<file path="config.mk">
export PLATFORM = sky130hd
export DESIGN_NAME = adcts_seq
export DESIGN_NICKNAME = d
export VERILOG_FILES = /design/src/adcts_pkg.sv /design/src/adcts_res_if.sv /design/src/adcts_result_mem.sv /design/src/adcts_trig_gate.sv /design/src/adcts_seq.sv
export SDC_FILE = /design/constraint.sdc
export NUM_CORES = 1
export LEC_CHECK = 0
export ABC_AREA = 1
export BUFFER_PORTS_ARGS = -buffer_cell sky130_fd_sc_hd__buf_2
export CAP_MARGIN = 20
export CORE_MARGIN = 4
export CORE_UTILIZATION = 54
export CTS_CLUSTER_DIAMETER = 120
export DETAILED_ROUTE_END_ITERATION = 10
export GPL_ROUTABILITY_DRIVEN = 0
export PLACE_DENSITY = 0.87
export SLEW_MARGIN = 20
export SYNTH_ARGS = -nofsm -noshare
export SYNTH_HDL_FRONTEND = slang
export SYNTH_SLANG_ARGS = --single-unit
</file>
<file path="constraint.sdc">
create_clock -name ref_clk -period 7.4 [get_ports ref_clk]
set_input_delay 1.11 -clock ref_clk [delete_from_list [all_inputs] [get_ports ref_clk]]
set_output_delay 1.11 -clock ref_clk [all_outputs]
set_load 0.01 [all_outputs]
</file>
<file path="src/adcts_pkg.sv">
package adcts_pkg;

  // ****************************************
  // Sizes
  // ****************************************
  localparam int UNITS = 3;
  localparam int CHANS = 4;
  localparam int RES_W = 10;
  localparam int ADDR_W = 12;

  // ****************************************
  // Register offsets
  // ****************************************
  localparam logic [11:0] TRIG_SEL_OFF = 12'h000;
  localparam logic [11:0] CTRL_OFF     = 12'h004;
  localparam logic [11:0] STAT_OFF     = 12'h010;
  localparam logic [11:0] STAT_END     = 12'h01c;
  localparam logic [11:0] DATA_OFF     = 12'h040;
  localparam logic [11:0] DATA_END     = 12'h070;

  // ****************************************
  // Field positions and reset values
  // ****************************************
  localparam int TS_FIELD_W    = 2;
  localparam int TS_WIDTH      = 6;
  localparam int CTL_SCAN_BIT  = 0;
  localparam int CTL_CONT_BIT  = 1;
  localparam int CTL_TRIGGER_ENABLE_BIT_BIT  = 2;
  localparam int CTL_START_BIT = 3;
  localparam int CTL_CH_LSB    = 4;
  localparam int ST_FLAG_BIT   = 0;
  localparam int ST_IE_BIT     = 1;
  localparam int ST_BUSY_BIT   = 2;
  localparam logic [5:0] TRIG_SEL_RST = 6'h00;
  localparam logic [9:0] TRIAL_INIT   = 10'h200;
  localparam logic [3:0] TOP_BIT      = 4'h9;

  // ****************************************
  // Trigger source codes
  // ****************************************
  localparam logic [1:0] SRC_PIN_OR_MOTOR = 2'h0;
  localparam logic [1:0] SRC_PIN          = 2'h1;
  localparam logic [1:0] SRC_MOTOR        = 2'h2;
  localparam logic [1:0] SRC_SECOND       = 2'h3;

  // ****************************************
  // Timing
  // ****************************************
  localparam int CLK_PERIOD_NS = 20;
  localparam int BIT_TIME_NS   = 200;
  localparam int BIT_CYC       = (BIT_TIME_NS + CLK_PERIOD_NS - 1) / CLK_PERIOD_NS;

  // ****************************************
  // Types
  // ****************************************
  typedef enum logic {SEQ_IDLE, SEQ_CONV} adcts_seq_t;
  typedef enum logic [2:0] {K_NONE, K_TRIG, K_CTRL, K_STAT, K_DATA} adcts_kind_t;

  typedef struct packed {
    adcts_seq_t  state;
    logic        start;
    logic        scan;
    logic        cont;
    logic        trigger_enable_bit;
    logic [1:0]  chSel;
    logic        flag;
    logic        ie;
    logic [1:0]  chan;
    logic [3:0]  bitIdx;
    logic [7:0]  stepCnt;
    logic [9:0]  sar;
  } adcts_unit_t;

  // ****************************************
  // Functions
  // ****************************************
  function automatic adcts_kind_t adcts_kind(input logic [11:0] a);
    adcts_kind_t k;
    k = K_NONE;
    if (a[1:0] == 2'h0) begin
      if (a == TRIG_SEL_OFF) k = K_TRIG;
      else if (a >= CTRL_OFF && a < STAT_OFF) k = K_CTRL;
      else if (a >= STAT_OFF && a < STAT_END) k = K_STAT;
      else if (a >= DATA_OFF && a < DATA_END) k = K_DATA;
    end
    return k;
  endfunction : adcts_kind

  function automatic logic [1:0] adcts_gate(input logic [1:0] sel, input logic pinFall,
                                            input logic motor, input logic second);
    logic g;
    case (sel)
      SRC_PIN_OR_MOTOR: g = pinFall | motor;
      SRC_PIN:          g = pinFall;
      SRC_MOTOR:        g = motor;
      default:          g = second;
    endcase
    return {1'b0, g};
  endfunction : adcts_gate

  function automatic logic [9:0] adcts_resolve(input logic [9:0] sar, input logic [3:0] k,
                                               input logic cmp);
    logic [9:0] r;
    r = sar;
    if (!cmp) r[k] = 1'b0;
    if (k != 4'h0) r[k - 4'h1] = 1'b1;
    return r;
  endfunction : adcts_resolve

endpackage : adcts_pkg

</file>
<file path="src/adcts_res_if.sv">
`timescale 1ns/10ps
interface adcts_res_if;
  import adcts_pkg::*;
  logic [UNITS-1:0]            wrEn;
  logic [UNITS-1:0][1:0]       wrChan;
  logic [UNITS-1:0][RES_W-1:0] wrData;
  logic [3:0]                  rdAddr;
  logic [RES_W-1:0]            rdData;
  modport seq (output wrEn, output wrChan, output wrData, output rdAddr, input rdData);
  modport mem (input wrEn, input wrChan, input wrData, input rdAddr, output rdData);
endinterface : adcts_res_if

</file>
<file path="src/adcts_result_mem.sv">
`timescale 1ns/10ps
module adcts_result_mem (
  // Clock and reset
  input  logic          ref_clk,
  input  logic          reset,
  // Result port
  adcts_res_if.mem      res
);
  import adcts_pkg::*;

  typedef struct packed {
    logic [UNITS*CHANS-1:0][RES_W-1:0] words;
    logic [RES_W-1:0]                  rdData;
  } adcts_mem_t;

  adcts_mem_t memReg;
  adcts_mem_t memNext;

  always_comb begin
    memNext = memReg;
    for (int i = 0; i < UNITS; i++) begin
      if (res.wrEn[i]) memNext.words[i * CHANS + int'(res.wrChan[i])] = res.wrData[i];
    end
    // Read data is registered, so the bus samples it one cycle after the address.
    if (int'(res.rdAddr) < UNITS * CHANS) memNext.rdData = memReg.words[res.rdAddr];
    else memNext.rdData = '0;
  end

  always_ff @(posedge ref_clk or posedge reset) begin
    if (reset) memReg <= '0;
    else memReg <= memNext;
  end

  assign res.rdData = memReg.rdData;

endmodule : adcts_result_mem

</file>
<file path="src/adcts_trig_gate.sv">
`timescale 1ns/10ps
module adcts_trig_gate (
  // Clock and reset
  input  logic                        ref_clk,
  input  logic                        reset,
  // Source selection
  input  logic [adcts_pkg::TS_WIDTH-1:0] trigSel,
  // Start sources
  input  logic                        externalStartPinN,
  input  logic [adcts_pkg::UNITS-1:0] motorTimerTrig,
  input  logic [adcts_pkg::UNITS-1:0] secondTimerTrig,
  // Start requests
  output logic [adcts_pkg::UNITS-1:0] startReq
);
  import adcts_pkg::*;

  typedef struct packed {
    logic [1:0] pinSync;
    logic       pinPrev;
  } adcts_gate_t;

  adcts_gate_t gateReg;
  adcts_gate_t gateNext;
  logic        pinFall;
  logic [1:0]  g;

  always_comb begin
    gateNext = gateReg;
    gateNext.pinSync = {gateReg.pinSync[0], externalStartPinN};
    gateNext.pinPrev = gateReg.pinSync[1];
  end

  always_ff @(posedge ref_clk or posedge reset) begin
    if (reset) gateReg <= '1;
    else gateReg <= gateNext;
  end

  // Only the second synchroniser stage and its delayed copy feed the edge detector.
  assign pinFall = gateReg.pinPrev & ~gateReg.pinSync[1];

  always_comb begin
    g = '0;
    for (int i = 0; i < UNITS; i++) begin
      g = adcts_gate(trigSel[i*TS_FIELD_W +: TS_FIELD_W], pinFall,
                     motorTimerTrig[i], secondTimerTrig[i]);
      startReq[i] = g[0];
    end
  end

endmodule : adcts_trig_gate

</file>
<file path="src/adcts_seq.sv">
// How it works
// - Unit 2 source field in bits 5:4.
// - Unit 1 source field in bits 3:2.
// - Unit 0 source field in bits 1:0.
// - Code 00 takes pin or motor timer.
// - Code 01 takes external pin only.
// - Code 10 takes motor timer only.
// - Code 11 takes second timer only.
// - Bits 7:6 read zero, writes ignored.
// - Ten-bit successive approximation per conversion.
// - Start may be set with new mode.
// - Single mode converts one channel once.
// - Single result goes to its channel register.
// - Completion sets end flag, interrupt if enabled.
// - Start held while converting, then cleared.
// - Clearing start aborts single or cycle scan.
// - Continuous scan begins at lowest channel.
// - Each channel result stored when finished.
// - Continuous scan flags, then restarts group.
// - Continuous repeats until start cleared.
// - Cycle scan converts group once, flags.
// - Cycle scan clears start after last.
// - Pin falling edge sets start bit.
// - Timer request sets start, two cycles sooner than pin.
// - Scan type bit matters only in scan.
`timescale 1ns/10ps
module adcts_seq #(
  parameter int STEP_CYC = adcts_pkg::BIT_CYC
) (
  // Clock and reset
  input  logic                                  ref_clk,
  input  logic                                  reset,
  // APB slave
  input  logic                                  psel,
  input  logic                                  penable,
  input  logic                                  pwrite,
  input  logic [adcts_pkg::ADDR_W-1:0]          paddr,
  input  logic [31:0]                           pwdata,
  output logic [31:0]                           prdata,
  output logic                                  pready,
  output logic                                  pslverr,
  // Start sources
  input  logic                                  externalStartPinN,
  input  logic [adcts_pkg::UNITS-1:0]           motorTimerTrig,
  input  logic [adcts_pkg::UNITS-1:0]           secondTimerTrig,
  // Analog front end
  output logic [adcts_pkg::UNITS-1:0][adcts_pkg::RES_W-1:0] sarTrial,
  output logic [adcts_pkg::UNITS-1:0][1:0]      sarChan,
  input  logic [adcts_pkg::UNITS-1:0]           sarCompare,
  // Conversion end requests
  output logic [adcts_pkg::UNITS-1:0]           convEndIrq
);
  import adcts_pkg::*;

  // ****************************************
  // Elaboration check
  // ****************************************
  if (STEP_CYC < 1 || STEP_CYC > 255) begin : g_bad_step
    $error("STEP_CYC must lie between 1 and 255");
  end

  // Each bit step lasts STEP_CYC cycles; the comparator is read only in the last one.
  localparam logic [7:0] STEP_LAST = 8'(STEP_CYC - 1);

  typedef struct packed {
    logic [TS_WIDTH-1:0]      trigSel;
    logic [31:0]              rdata;
    adcts_unit_t [UNITS-1:0]  units;
  } adcts_top_t;

  adcts_top_t         topReg;
  adcts_top_t         topNext;
  adcts_res_if        res ();
  adcts_kind_t        kind;
  logic               accWr;
  logic [UNITS-1:0]   startReq;
  logic [UNITS-1:0]   doneEvt;
  logic [UNITS-1:0]   ctrlWr;
  logic [UNITS-1:0]   statWr;
  logic [11:0]        dataIdx;
  adcts_unit_t        u;

  // ****************************************
  // Submodules
  // ****************************************
  adcts_trig_gate u_gate (
    .ref_clk           (ref_clk),
    .reset             (reset),
    .trigSel           (topReg.trigSel),
    .externalStartPinN (externalStartPinN),
    .motorTimerTrig    (motorTimerTrig),
    .secondTimerTrig   (secondTimerTrig),
    .startReq          (startReq)
  );

  adcts_result_mem u_mem (
    .ref_clk (ref_clk),
    .reset   (reset),
    .res     (res.mem)
  );

  // ****************************************
  // Bus decode
  // ****************************************
  assign kind    = adcts_kind(paddr);
  assign accWr   = psel & penable & pwrite;
  // Zero wait states, so every access completes in its first access cycle.
  assign pready  = 1'b1;
  assign pslverr = psel & penable & (kind == K_NONE);
  assign dataIdx = (paddr - DATA_OFF) >> 2;
  assign res.rdAddr = dataIdx[3:0];
  assign prdata  = (kind == K_DATA) ? {22'h000000, res.rdData} : topReg.rdata;

  always_comb begin
    for (int i = 0; i < UNITS; i++) begin
      ctrlWr[i] = accWr && (kind == K_CTRL) && (paddr == CTRL_OFF + 12'(4 * i));
      statWr[i] = accWr && (kind == K_STAT) && (paddr == STAT_OFF + 12'(4 * i));
    end
  end

  // ****************************************
  // Next state
  // ****************************************
  always_comb begin
    topNext = topReg;
    doneEvt = '0;
    u = topReg.units[0];
    if (accWr && kind == K_TRIG) begin
      // Bits 7:6 are not stored, so they always read back as zero.
      topNext.trigSel = pwdata[TS_WIDTH-1:0];
    end
    for (int i = 0; i < UNITS; i++) begin
      u = topReg.units[i];
      res.wrEn[i]   = 1'b0;
      res.wrChan[i] = u.chan;
      res.wrData[i] = adcts_resolve(u.sar, 4'h0, sarCompare[i]);
      if (statWr[i]) begin
        u.ie = pwdata[ST_IE_BIT];
        if (!pwdata[ST_FLAG_BIT]) u.flag = 1'b0;
      end
      if (u.state == SEQ_CONV) begin
        if (u.stepCnt == STEP_LAST) begin
          u.stepCnt = 8'h00;
          u.sar = adcts_resolve(u.sar, u.bitIdx, sarCompare[i]);
          if (u.bitIdx == 4'h0) begin
            res.wrEn[i] = 1'b1;
            if (!u.scan || u.chan == u.chSel) begin
              doneEvt[i] = 1'b1;
              u.flag = 1'b1;
              u.chan = u.scan ? 2'h0 : u.chSel;
              if (u.scan && u.cont) begin
                u.bitIdx = TOP_BIT;
                u.sar = TRIAL_INIT;
              end else begin
                u.start = 1'b0;
                u.state = SEQ_IDLE;
              end
            end else begin
              u.chan = u.chan + 2'h1;
              u.bitIdx = TOP_BIT;
              u.sar = TRIAL_INIT;
            end
          end else begin
            u.bitIdx = u.bitIdx - 4'h1;
          end
        end else begin
          u.stepCnt = u.stepCnt + 8'h01;
        end
      end
      // The control write follows the conversion step, so a clear of start leaves the unit idle unless an enabled trigger request arrives in the same cycle.
      if (ctrlWr[i]) begin
        u.scan  = pwdata[CTL_SCAN_BIT];
        u.cont  = pwdata[CTL_CONT_BIT];
        u.trigger_enable_bit  = pwdata[CTL_TRIGGER_ENABLE_BIT_BIT];
        u.chSel = pwdata[CTL_CH_LSB +: 2];
        u.start = pwdata[CTL_START_BIT];
        if (!pwdata[CTL_START_BIT]) u.state = SEQ_IDLE;
      end
      if (u.trigger_enable_bit && startReq[i]) u.start = 1'b1;
      if (u.start && u.state == SEQ_IDLE) begin
        // A trigger start and a software start take this same path.
        u.state   = SEQ_CONV;
        u.chan    = u.scan ? 2'h0 : u.chSel;
        u.bitIdx  = TOP_BIT;
        u.sar     = TRIAL_INIT;
        u.stepCnt = 8'h00;
      end
      topNext.units[i] = u;
    end
    if (psel && !penable) begin
      topNext.rdata = 32'h00000000;
      case (kind)
        K_TRIG: topNext.rdata = {26'h0000000, topReg.trigSel};
        K_CTRL: begin
          for (int i = 0; i < UNITS; i++) begin
            if (paddr == CTRL_OFF + 12'(4 * i)) begin
              topNext.rdata = {26'h0000000, topReg.units[i].chSel, topReg.units[i].start,
                               topReg.units[i].trigger_enable_bit, topReg.units[i].cont,
                               topReg.units[i].scan};
            end
          end
        end
        K_STAT: begin
          for (int i = 0; i < UNITS; i++) begin
            if (paddr == STAT_OFF + 12'(4 * i)) begin
              topNext.rdata = {29'h00000000, topReg.units[i].state == SEQ_CONV,
                               topReg.units[i].ie, topReg.units[i].flag};
            end
          end
        end
        default: topNext.rdata = 32'h00000000;
      endcase
    end
  end

  always_ff @(posedge ref_clk or posedge reset) begin
    if (reset) topReg <= '0;
    else topReg <= topNext;
  end

  // ****************************************
  // Outputs
  // ****************************************
  always_comb begin
    for (int i = 0; i < UNITS; i++) begin
      sarTrial[i]   = topReg.units[i].sar;
      sarChan[i]    = topReg.units[i].chan;
      convEndIrq[i] = topReg.units[i].flag & topReg.units[i].ie;
    end
  end
endmodule : adcts_seq

</file>
==> qor.txt, run 1 <==
post-synthesis compound-gate area fraction -> 16.2%
adder-cell share of the synthesized area -> 1.74%
io pins -> 132
Worst Hold Margin -> 359 ps
drt initial violations -> 1128
sw frac -> 32.6%
Hold Vio Cnt, Final -> 0
PD cells -> 279 nW/um2
P&R area growth vs syn -> 8.69%
CTS tree -> built
WP buf/inv -> 3
FFs w/ async S/R, synth -> 100%
DIE HEIGHT -> 163 um
Post-Syn Area -> 12900 um2
clk slew on worst S/H paths -> 60 ps
RSZ-0062 raised after global routing -> false
share of cells above drive strength 1 -> 12.4%
Total GRT Usage -> 24.6%
vias in the first global route -> 10635
WL/cell -> 16.7 um
gr ovfl total -> 0
post-route setup TNS -> 0 ps
# H-tree levels -> 1
drt first pass iters -> 8
VDD IR max -> 224 uV
number of synthesized flops with an enable pin -> 0
CP max stage cell -> nor2_1
Starting Density -> 55.0%
# diodes -> 0
Max-slew headroom -> 33.8%
r2r setup slk -> 4480 ps
ys flop type -> dfrtp_1
most common cell in the netlist -> nand2_1
worst path arrival time -> 3000 ps
Tmin final -> 4110 ps
cell count after synthesis -> 1596
post-synth cell types -> 47
crit-path cells -> buf_2 > nor2_4 > nand4_1 > nor2_1 > clkinv_1 > nand2_1 > nand2_1 > buf_2
Int Power -> 2.65 mW
Die ar. -> 26500 um2
Gate power share -> 22.8%
Clock power frac -> 35.7%
post-route ant nets -> 0
most frequent cells after synthesis -> 409 x nand2_1, 241 x dfrtp_1, 179 x o21ai_0
Synth Area in Simple Gates -> 22.8%
Post-Route WL -> 32500 um
first-pass GRT wire length -> 53400 um
leakage -> 6.91 nW
post-CTS setup buffers -> 0
final cycle utilization of the critical path -> 55.6%
worst clock skew -> 14.5 ps
DRC violations left -> 0
Final Setup Violations -> 0
Worst path max stage delay -> 530 ps
nets -> 1690
Via density -> 5.68
worst-path fanout max -> 10
area leader, netlist -> dfrtp_1
outcome -> completed
worst min path class -> register to register
IO buf count -> 82
mux contribution to synthesized area -> 0%
CP startpoint kind -> input port
CP Capture Type -> output port
Fmax -> 243 MHz
# Max-Cap Violations -> 0
Synth top area share -> 46.6%
Req. time, crit path -> 6290 ps
sequential share of power -> 41.5%
Placement Rows -> 56
Clock Sinks -> 244
Via Count -> 11090
kind of critical path -> input port to output port
Max Slew Vio Count -> 0
Yosys Warn Count -> 0
xor/xnor cell area share of the yosys netlist -> 1.49%
Top Family by Delay on Critical Path -> simple AND/OR/NAND/NOR gates
FF+latch count, synth -> 244
root buffer cell -> clkbuf_16
die width -> 163 um
Psw -> 1.28 mW
largest family of logic cells by synthesized area -> simple AND/OR/NAND/NOR gates
post-synthesis sequential area ratio -> 47.2%
antenna violations before repair -> 0
actual slew at the worst max-slew pin -> 990 ps
cts hold-fix bufs -> 0
total core area -> 23500 um2
DPL Wire Length -> 22500 um
synth top area cells -> dfrtp_1 47%, nand2_1 12%, o21ai_0 6.9%
CTS Buf Count -> 27
Syn Area/Cell -> 8.11 um2
pin count of the biggest net entering global routing -> 82
Clock Path Buffers -> 3
worst-skew pair later-pin latency -> 540 ps
post-CTS sizing -> 0
==> kinds of logic after synthesis <==
family,Yosys count
and+or+nand+nor,677
AOI/OAI and AO/OA,353
buffers and inverters,280
DFF,244
xor gates and xnor gates,22
adders and majority gates,18
other,2
==> path summary, 6_finish.rpt <==
kind | to | from | cells past startpoint
max reg2reg | u_mem.memReg[46] | topReg[32] | 6
max | prdata[3] | paddr[1] | 8
min reg2reg | u_gate.gateNext[0] | u_gate.gateNext[2] | 0
min in group asynchronous | u_mem.memReg[37] | reset | 2
max in group asynchronous | sarTrial[10] | reset | 3
min | u_gate.gateNext[0] | u_gate.gateNext[2] | 0
==> metal layers <==
| metal | share of wire, % | track usage (%) | wire length [um] | vias to the layer above |
|---|---|---|---|---|
| met3 | 9.6 | 4.18 | 3110 | 122 |
| met4 | 4.0 | 9.57 | 1300 | 0 |
| li1 | - | - | - | 5179 |
| met1 | 40 | 33.7 | 13100 | 5204 |
| met2 | 46 | 39.3 | 15000 | 585 |
| met5 | 0 | 0 | 0 | - |
==> power by group through the flow <==
stage | combinational (mW) | clock (mW) | sequential, mW
2_1_floorplan | 0.750 | 0 | 1.60
3_3_place_gp | 0.844 | 0 | 1.64
3_5_place_dp | 0.884 | 0 | 1.65
4_1_cts | 0.893 | 1.42 | 1.63
5_1_grt | 1.03 | 1.48 | 1.65
6_report | 0.896 | 1.40 | 1.63
==> area by class of cell <==
type / instances / area [um2]
fillers: 1960 / 9480
flip-flops and latches: 244 / 6110
multi-input cells: 1093 / 5560
clock buffers: 39 / 771
inverters: 160 / 604
repair buffers: 87 / 464
well taps: 319 / 399
clock inverters: 10 / 156
==> state kept, by name, summed over array words and instances, names as in the netlist <==
name and count:
sarChan 6, sarTrial 30, u_gate.gateReg 1, u_mem.memReg 120
topReg 75, u_gate.gateNext 2, u_mem.res.rdData 10
==> worst register-to-register path, delay by kind of cell, from the launching register on <==
family	cells	cell delay, ps
flip-flops	1	590
AO/OA/AOI/OAI	1	340
buffers and inverters	2	370
AND/OR/NAND/NOR	3	1510
==> per-stage QoR <==
stage          cells  power, mW  setup slack [ps]  utilization, %  instance area, um2
5_1_grt         1952       4.16              3130            59.7               14100
2_1_floorplan   1617       2.35              3090               -               13000
4_1_cts         1951       3.93              3320            59.6               14000
3_5_place_dp    1902       2.53              3320            55.7               13100
6_report        1952       3.93              3290            59.7               14100
3_3_place_gp    1902       2.48              3400            55.7               13100
==> cells in the final DEF (no fill, tap or decap), types with 13 or more instances in the layout <==
cell       synthesis  routed
o21ai_0          179     179
inv_1            150     148
dfrtp_1          241     241
conb_1             2      23
nand2_2           13      13
nor2_1            97      95
a21oi_1           48      48
clkbuf_16          0      27
a21oi_2           18      18
nand3_1          106     106
buf_2              1      82
ha_1              18      18
nand2_1          409     409
a22oi_1           60      60
Power figures use the tool's default switching activity.
==> inputs of run 2 (changes only) <==
--- a/config.mk
+++ b/config.mk
@@ -9,11 +9,11 @@
 export BUFFER_PORTS_ARGS = -buffer_cell sky130_fd_sc_hd__buf_2
 export CAP_MARGIN = 20
 export CORE_MARGIN = 4
-export CORE_UTILIZATION = 54
+export CORE_UTILIZATION = 55
 export CTS_CLUSTER_DIAMETER = 120
 export DETAILED_ROUTE_END_ITERATION = 10
 export GPL_ROUTABILITY_DRIVEN = 0
-export PLACE_DENSITY = 0.87
+export PLACE_DENSITY = 0.85
 export SLEW_MARGIN = 20
 export SYNTH_ARGS = -nofsm -noshare
 export SYNTH_HDL_FRONTEND = slang
==> constraint.sdc (replaced) <==
create_clock -name ref_clk -period 4.1 [get_ports ref_clk]
set_input_delay 0.615 -clock ref_clk [delete_from_list [all_inputs] [get_ports ref_clk]]
set_output_delay 0.615 -clock ref_clk [all_outputs]
set_load 0.01 [all_outputs]
==> qor.txt, run 2 (same netlist as run 1, synthesis figures left out) <==
outcome -> completed (unchanged)
Worst Setup EP -> prdata[0] (was prdata[3])
Max Slew Vio Count -> 0 (unchanged)
r2r setup slk -> 1330 ps (was 4480 ps)
Clock Sinks -> 244 (unchanged)
first-pass GRT wire length -> 53300 um (was 53400 um)
RSZ-0062 raised after global routing -> false (unchanged)
Worst R2R Start -> topReg[77] (was topReg[32])
Total GRT Usage -> 24.6% (about the same)
CP Capture Type -> output port (unchanged)
total core area -> 22900 um2 (was 23500 um2)
worst path arrival time -> 2440 ps (was 3000 ps)
die width -> 161 um (was 163 um)
Worst path max stage delay -> 550 ps (was 530 ps)
DRC violations left -> 0 (unchanged)
post-CTS sizing -> 0 (unchanged)
RR Endpoint -> sarChan[5] (was u_mem.memReg[46])
# Max-Cap Violations -> 0 (unchanged)
Final Setup Violations -> 0 (unchanged)
area of the multi-input gates -> 5550 um2 (was 5560 um2)
CTS tree -> built (unchanged)
# H-tree levels -> 1 (unchanged)
share of cells above drive strength 1 -> 12.8% (was 12.4%)
register area -> 6110 um2 (unchanged)
Clock Path Buffers -> 3 (unchanged)
drt first pass iters -> 6 (was 8)
kind of critical path -> input port to output port (unchanged)
cts hold-fix bufs -> 0 (unchanged)
nets -> 1694 (was 1690)
worst-path fanout max -> 10 (unchanged)
WL/cell -> 16.7 um (about the same)
Via density -> 5.69 (was 5.68)
worst clock skew -> 22.9 ps (was 14.5 ps)
drt initial violations -> 1195 (was 1128)
CP Launch Point -> paddr[1] (unchanged)
CP max stage cell -> nor2_1 (unchanged)
gr ovfl total -> 0 (unchanged)
P&R area growth vs syn -> 9.35% (was 8.69%)
Die ar. -> 26000 um2 (was 26500 um2)
antenna violations before repair -> 0 (unchanged)
most common cell after layout, fill and taps aside -> nand2_1 (unchanged)
# diodes -> 0 (unchanged)
Via Count -> 11093 (was 11090)
max reg flops -> 120 (unchanged)
IO buf count -> 82 (unchanged)
CP startpoint kind -> input port (unchanged)
VDD IR max -> 432 uV (was 224 uV)
final cycle utilization of the critical path -> 74.5%
Fill cells -> 1890 (was 1960)
actual slew at the worst max-slew pin -> 1030 ps (was 990 ps)
root buffer cell -> clkbuf_16 (unchanged)
clk slew on worst S/H paths -> 60 ps (about the same)
Req. time, crit path -> 3480 ps (was 6290 ps)
vias in the first global route -> 10697 (was 10635)
leakage -> 6.96 nW (was 6.91 nW)
Total Power -> 7.18 mW (was 3.93 mW)
Largest Register -> u_mem.memReg (unchanged)
Post-Route WL -> 32500 um (about the same)
Fmax -> 328 MHz
DPL Wire Length -> 22400 um (was 22500 um)
worst-skew pair later-pin latency -> 550 ps (was 540 ps)
post-route ant nets -> 0 (unchanged)
CTS Buf Count -> 27 (unchanged)
most frequent cells in the layout -> 409 x nand2_1, 241 x dfrtp_1, 179 x o21ai_0 (unchanged)
Hold Vio Cnt, Final -> 0 (unchanged)
worst min path class -> input port to asynchronous set/reset pin (was register to register)
Worst R2R Path Depth -> 15 (was 6)
crit-path cells -> buf_2 > nor2_4 > nand4_1 > nor2_1 > clkinv_1 > nand2_1 > nand2_1 > buf_2 (unchanged)
DIE HEIGHT -> 161 um (was 163 um)
Starting Density -> 56.5% (was 55.0%)
Placement Rows -> 55 (was 56)
post-CTS setup buffers -> 0 (unchanged)
PD cells -> 507 nW/um2 (was 279 nW/um2)
Max-slew headroom -> 31.1% (was 33.8%)
Tmin final -> 3050 ps
post-route setup TNS -> 0 ps (unchanged)
pin count of the biggest net entering global routing -> 92 (was 82)
io pins -> 132 (unchanged)
[run 2: cell count changes in the layout (fill, tap and decap cells not counted), moves of 2 or more]
cell,delta
buf_4,+3
buf_12,+2
clkbuf_1,-2
nor2_2,+2
nor2_4,-2
[run 2: report_power, final]
group	total, mW	internal (mW)	switching [mW]
Sequential	2.94	2.65	0.286
Clock	2.63	1.63	1.00
Combinational	1.61	0.586	1.03
Total	7.18	4.86	2.32
[run 2: layout make-up]
class / count / share of cell area, %
Timing Repair Buffer: 91 / 3.64
Inverter: 160 / 4.27
Clock buffer: 37 / 5.39
Clock inverter: 13 / 1.52
Tap cell: 313 / 2.77
Sequential cell: 244 / 43.2
Multi-Input combinational cell: 1093 / 39.2
[run 2: stage by stage]
step / utilization [%] / cell area (um2) / instances / setup WS (ps) / hold WS [ps]
finish: 61.7 / 14100 / 1951 / 1050 / 111
global route: 61.7 / 14100 / 1951 / 896 / 146
CTS: 61.7 / 14100 / 1950 / 1110 / 154
detailed placement: 57.4 / 13200 / 1900 / 1110 / 356
global placement: 57.4 / 13200 / 1900 / 1140 / 357
floorplan: - / 13000 / 1617 / 284 / 345
[run 2: routing by layer]
| metal | global-route usage (%) | up-vias | routed length (um) |
|---|---|---|---|
| li1 | - | 5198 | - |
| met2 | 40.0 | 549 | 15400 |
| met5 | 0 | - | 0 |
| met3 | 4.98 | 92 | 2930 |
| met4 | 9.07 | 0 | 1160 |
| met1 | 33.1 | 5254 | 13100 |
[run 2: how the worst min path moves through the flow]
stage | from | end | slack [ps]
floorplan | u_gate.gateNext[2] | u_gate.gateNext[0] | 350
global placement | u_gate.gateNext[2] | u_gate.gateNext[0] | 360
detailed placement | u_gate.gateNext[2] | u_gate.gateNext[0] | 360
CTS | externalStartPinN | u_gate.gateNext[2] | 150
global route | reset | u_mem.memReg[26] | 150
finish | reset | u_mem.memReg[26] | 110
[run 2: critical path, delay by kind of cell]
kind                   cells  cell delay, ps
AND/OR/NAND/NOR            5            1130
buffers and inverters      3             690
==> inputs of run 3 (changes only) <==
==> constraint.sdc (replaced) <==
create_clock -name ref_clk -period 3.2 [get_ports ref_clk]
set_input_delay 0.48 -clock ref_clk [delete_from_list [all_inputs] [get_ports ref_clk]]
set_output_delay 0.48 -clock ref_clk [all_outputs]
set_load 0.01 [all_outputs]
==> qor.txt, run 3 (same netlist as run 1, synthesis figures left out) <==
outcome -> completed (unchanged)
Worst R2R Start -> topReg[10] (was topReg[77])
worst-skew pair later-pin latency -> 540 ps (was 550 ps)
max reg flops -> 120 (unchanged)
DPL Wire Length -> 22600 um (was 22400 um)
Clock power frac -> 34.3% (was 36.6%)
Tmin final -> 2540 ps
Total GRT Usage -> 24.9% (was 24.6%)
DRC violations left -> 0 (unchanged)
# diodes -> 0 (unchanged)
Die ar. -> 26000 um2 (unchanged)
DIE HEIGHT -> 161 um (unchanged)
VDD IR max -> 464 uV (was 432 uV)
Gate power share -> 23.3% (was 22.4%)
Psw -> 2.92 mW (was 2.32 mW)
final cycle utilization of the critical path -> 79.4%
Via Count -> 11131 (was 11093)
WL/cell -> 16.7 um (about the same)
sw frac -> 32.9% (was 32.2%)
nets -> 1701 (was 1694)
RR Endpoint -> u_mem.memReg[19] (was sarChan[5])
actual slew at the worst max-slew pin -> 885 ps (was 1030 ps)
worst-path fanout max -> 8 (was 10)
Fill cells -> 1931 (was 1890)
Worst R2R Path Depth -> 8 (was 15)
worst min path class -> input port to register (was input port to asynchronous set/reset pin)
Hold Crit Depth -> 1
pin count of the biggest net entering global routing -> 45 (was 92)
fin util -> 61.6% (was 61.7%)
r2r setup slk -> 820 ps (was 1330 ps)
CTS Buf Count -> 27 (unchanged)
CP Capture Type -> output port (unchanged)
Hold Path End -> u_gate.gateNext[2]
Req. time, crit path -> 2720 ps (was 3480 ps)
drt first pass iters -> 6 (unchanged)
io pins -> 132 (unchanged)
Starting Density -> 56.5% (unchanged)
sequential share of power -> 42.3% (was 40.9%)
clk slew on worst S/H paths -> 60 ps (about the same)
design area -> 14100 um2 (about the same)
Max-slew headroom -> 40.9% (was 31.1%)
RSZ-0062 raised after global routing -> false (unchanged)
setup slack after layout -> 660 ps (was 1050 ps)
Hold Vio Cnt, Final -> 0 (unchanged)
cts hold-fix bufs -> 0 (unchanged)
P&R area growth vs syn -> 9.14% (was 9.35%)
Final Setup Violations -> 0 (unchanged)
worst clock skew -> 20.0 ps (was 22.9 ps)
Place WS -> 681 ps (was 1110 ps)
Via density -> 5.69 (about the same)
post-CTS sizing -> 0 (unchanged)
first-pass GRT wire length -> 53800 um (was 53300 um)
Max Slew Vio Count -> 0 (unchanged)
total core area -> 22900 um2 (unchanged)
share of cells above drive strength 1 -> 13.0% (was 12.8%)
worst path arrival time -> 2060 ps (was 2440 ps)
placed instance area -> 13200 um2 (about the same)
PD cells -> 630 nW/um2 (was 507 nW/um2)
hold path start -> externalStartPinN
antenna violations before repair -> 0 (unchanged)
most frequent cells in the layout -> 409 x nand2_1, 241 x dfrtp_1, 179 x o21ai_0 (unchanged)
Clock Path Buffers -> 3 (unchanged)
kind of critical path -> input port to output port (unchanged)
Largest Register -> u_mem.memReg (unchanged)
drt initial violations -> 1014 (was 1195)
IO buf count -> 82 (unchanged)
Clock Sinks -> 244 (unchanged)
most common cell after layout, fill and taps aside -> nand2_1 (unchanged)
post-route ant nets -> 0 (unchanged)
CP startpoint kind -> input port (unchanged)
Fmax -> 394 MHz
root buffer cell -> clkbuf_16 (unchanged)
# Max-Cap Violations -> 0 (unchanged)
CTS tree -> built (unchanged)
Post-Route WL -> 32700 um (was 32500 um)
gr ovfl total -> 0 (unchanged)
die width -> 161 um (unchanged)
post-CTS setup buffers -> 0 (unchanged)
vias in the first global route -> 10776 (was 10697)
leakage -> 6.96 nW (about the same)
# H-tree levels -> 1 (unchanged)
Int Power -> 5.98 mW (was 4.86 mW)
Placement Rows -> 55 (unchanged)
-- run 3: power by group through the flow --
stage          logic, mW  clock network [mW]  registers (mW)
5_1_grt             2.37                3.21            3.81
3_5_place_dp        2.06                   0            3.80
2_1_floorplan       1.74                   0            3.70
3_3_place_gp        1.99                   0            3.79
6_report            2.08                3.06            3.77
4_1_cts             2.08                3.09            3.75
-- run 3: worst max-delay path by stage --
stage / from / depth (start not counted) / to
after floorplan: reset / 1 / sarChan[0]
after global placement: paddr[4] / 10 / pslverr
after detailed placement: paddr[11] / 11 / sarChan[2]
after CTS: paddr[4] / 10 / pslverr
after global routing: paddr[4] / 10 / pslverr
final: paddr[4] / 10 / pslverr
-- run 3: final cells by class --
cell class	count	area (um2)	area share [%]
Clock buffer	38	757	5.36
Clock inverter	11	116	0.824
Sequential cell	244	6110	43.3
Timing Repair Buffer	98	593	4.20
Inverter	160	604	4.28
Tap cell	313	392	2.77
Multi-Input combinational cell	1093	5550	39.3
-- run 3: critical path, stage by stage --
cell	delay (ps)
buf_2	250
inv_2	150
nor2_2	220
nand2_1	120
nor2_2	210
nand3_1	160
o21a_1	190
nand3_1	80
nor2_1	40
buf_2	130
-- run 3: stage by stage --
stage | total power, mW | setup TNS (ps) | hold WS, ps | cells
after floorplan | 5.44 | -116000 | 345 | 1617
after global placement | 5.78 | 0 | 354 | 1908
after detailed placement | 5.86 | 0 | 359 | 1908
after CTS | 8.92 | 0 | 37.3 | 1957
after global routing | 9.39 | 0 | 41.3 | 1957
final | 8.90 | 0 | 51.3 | 1957
-- run 3: routing by layer --
layer / track usage [%] / wire (um)
met1: 33.0 / 13300
met2: 41.8 / 15800
met3: 3.75 / 2560
met4: 9.19 / 1020
met5: 0 / 0
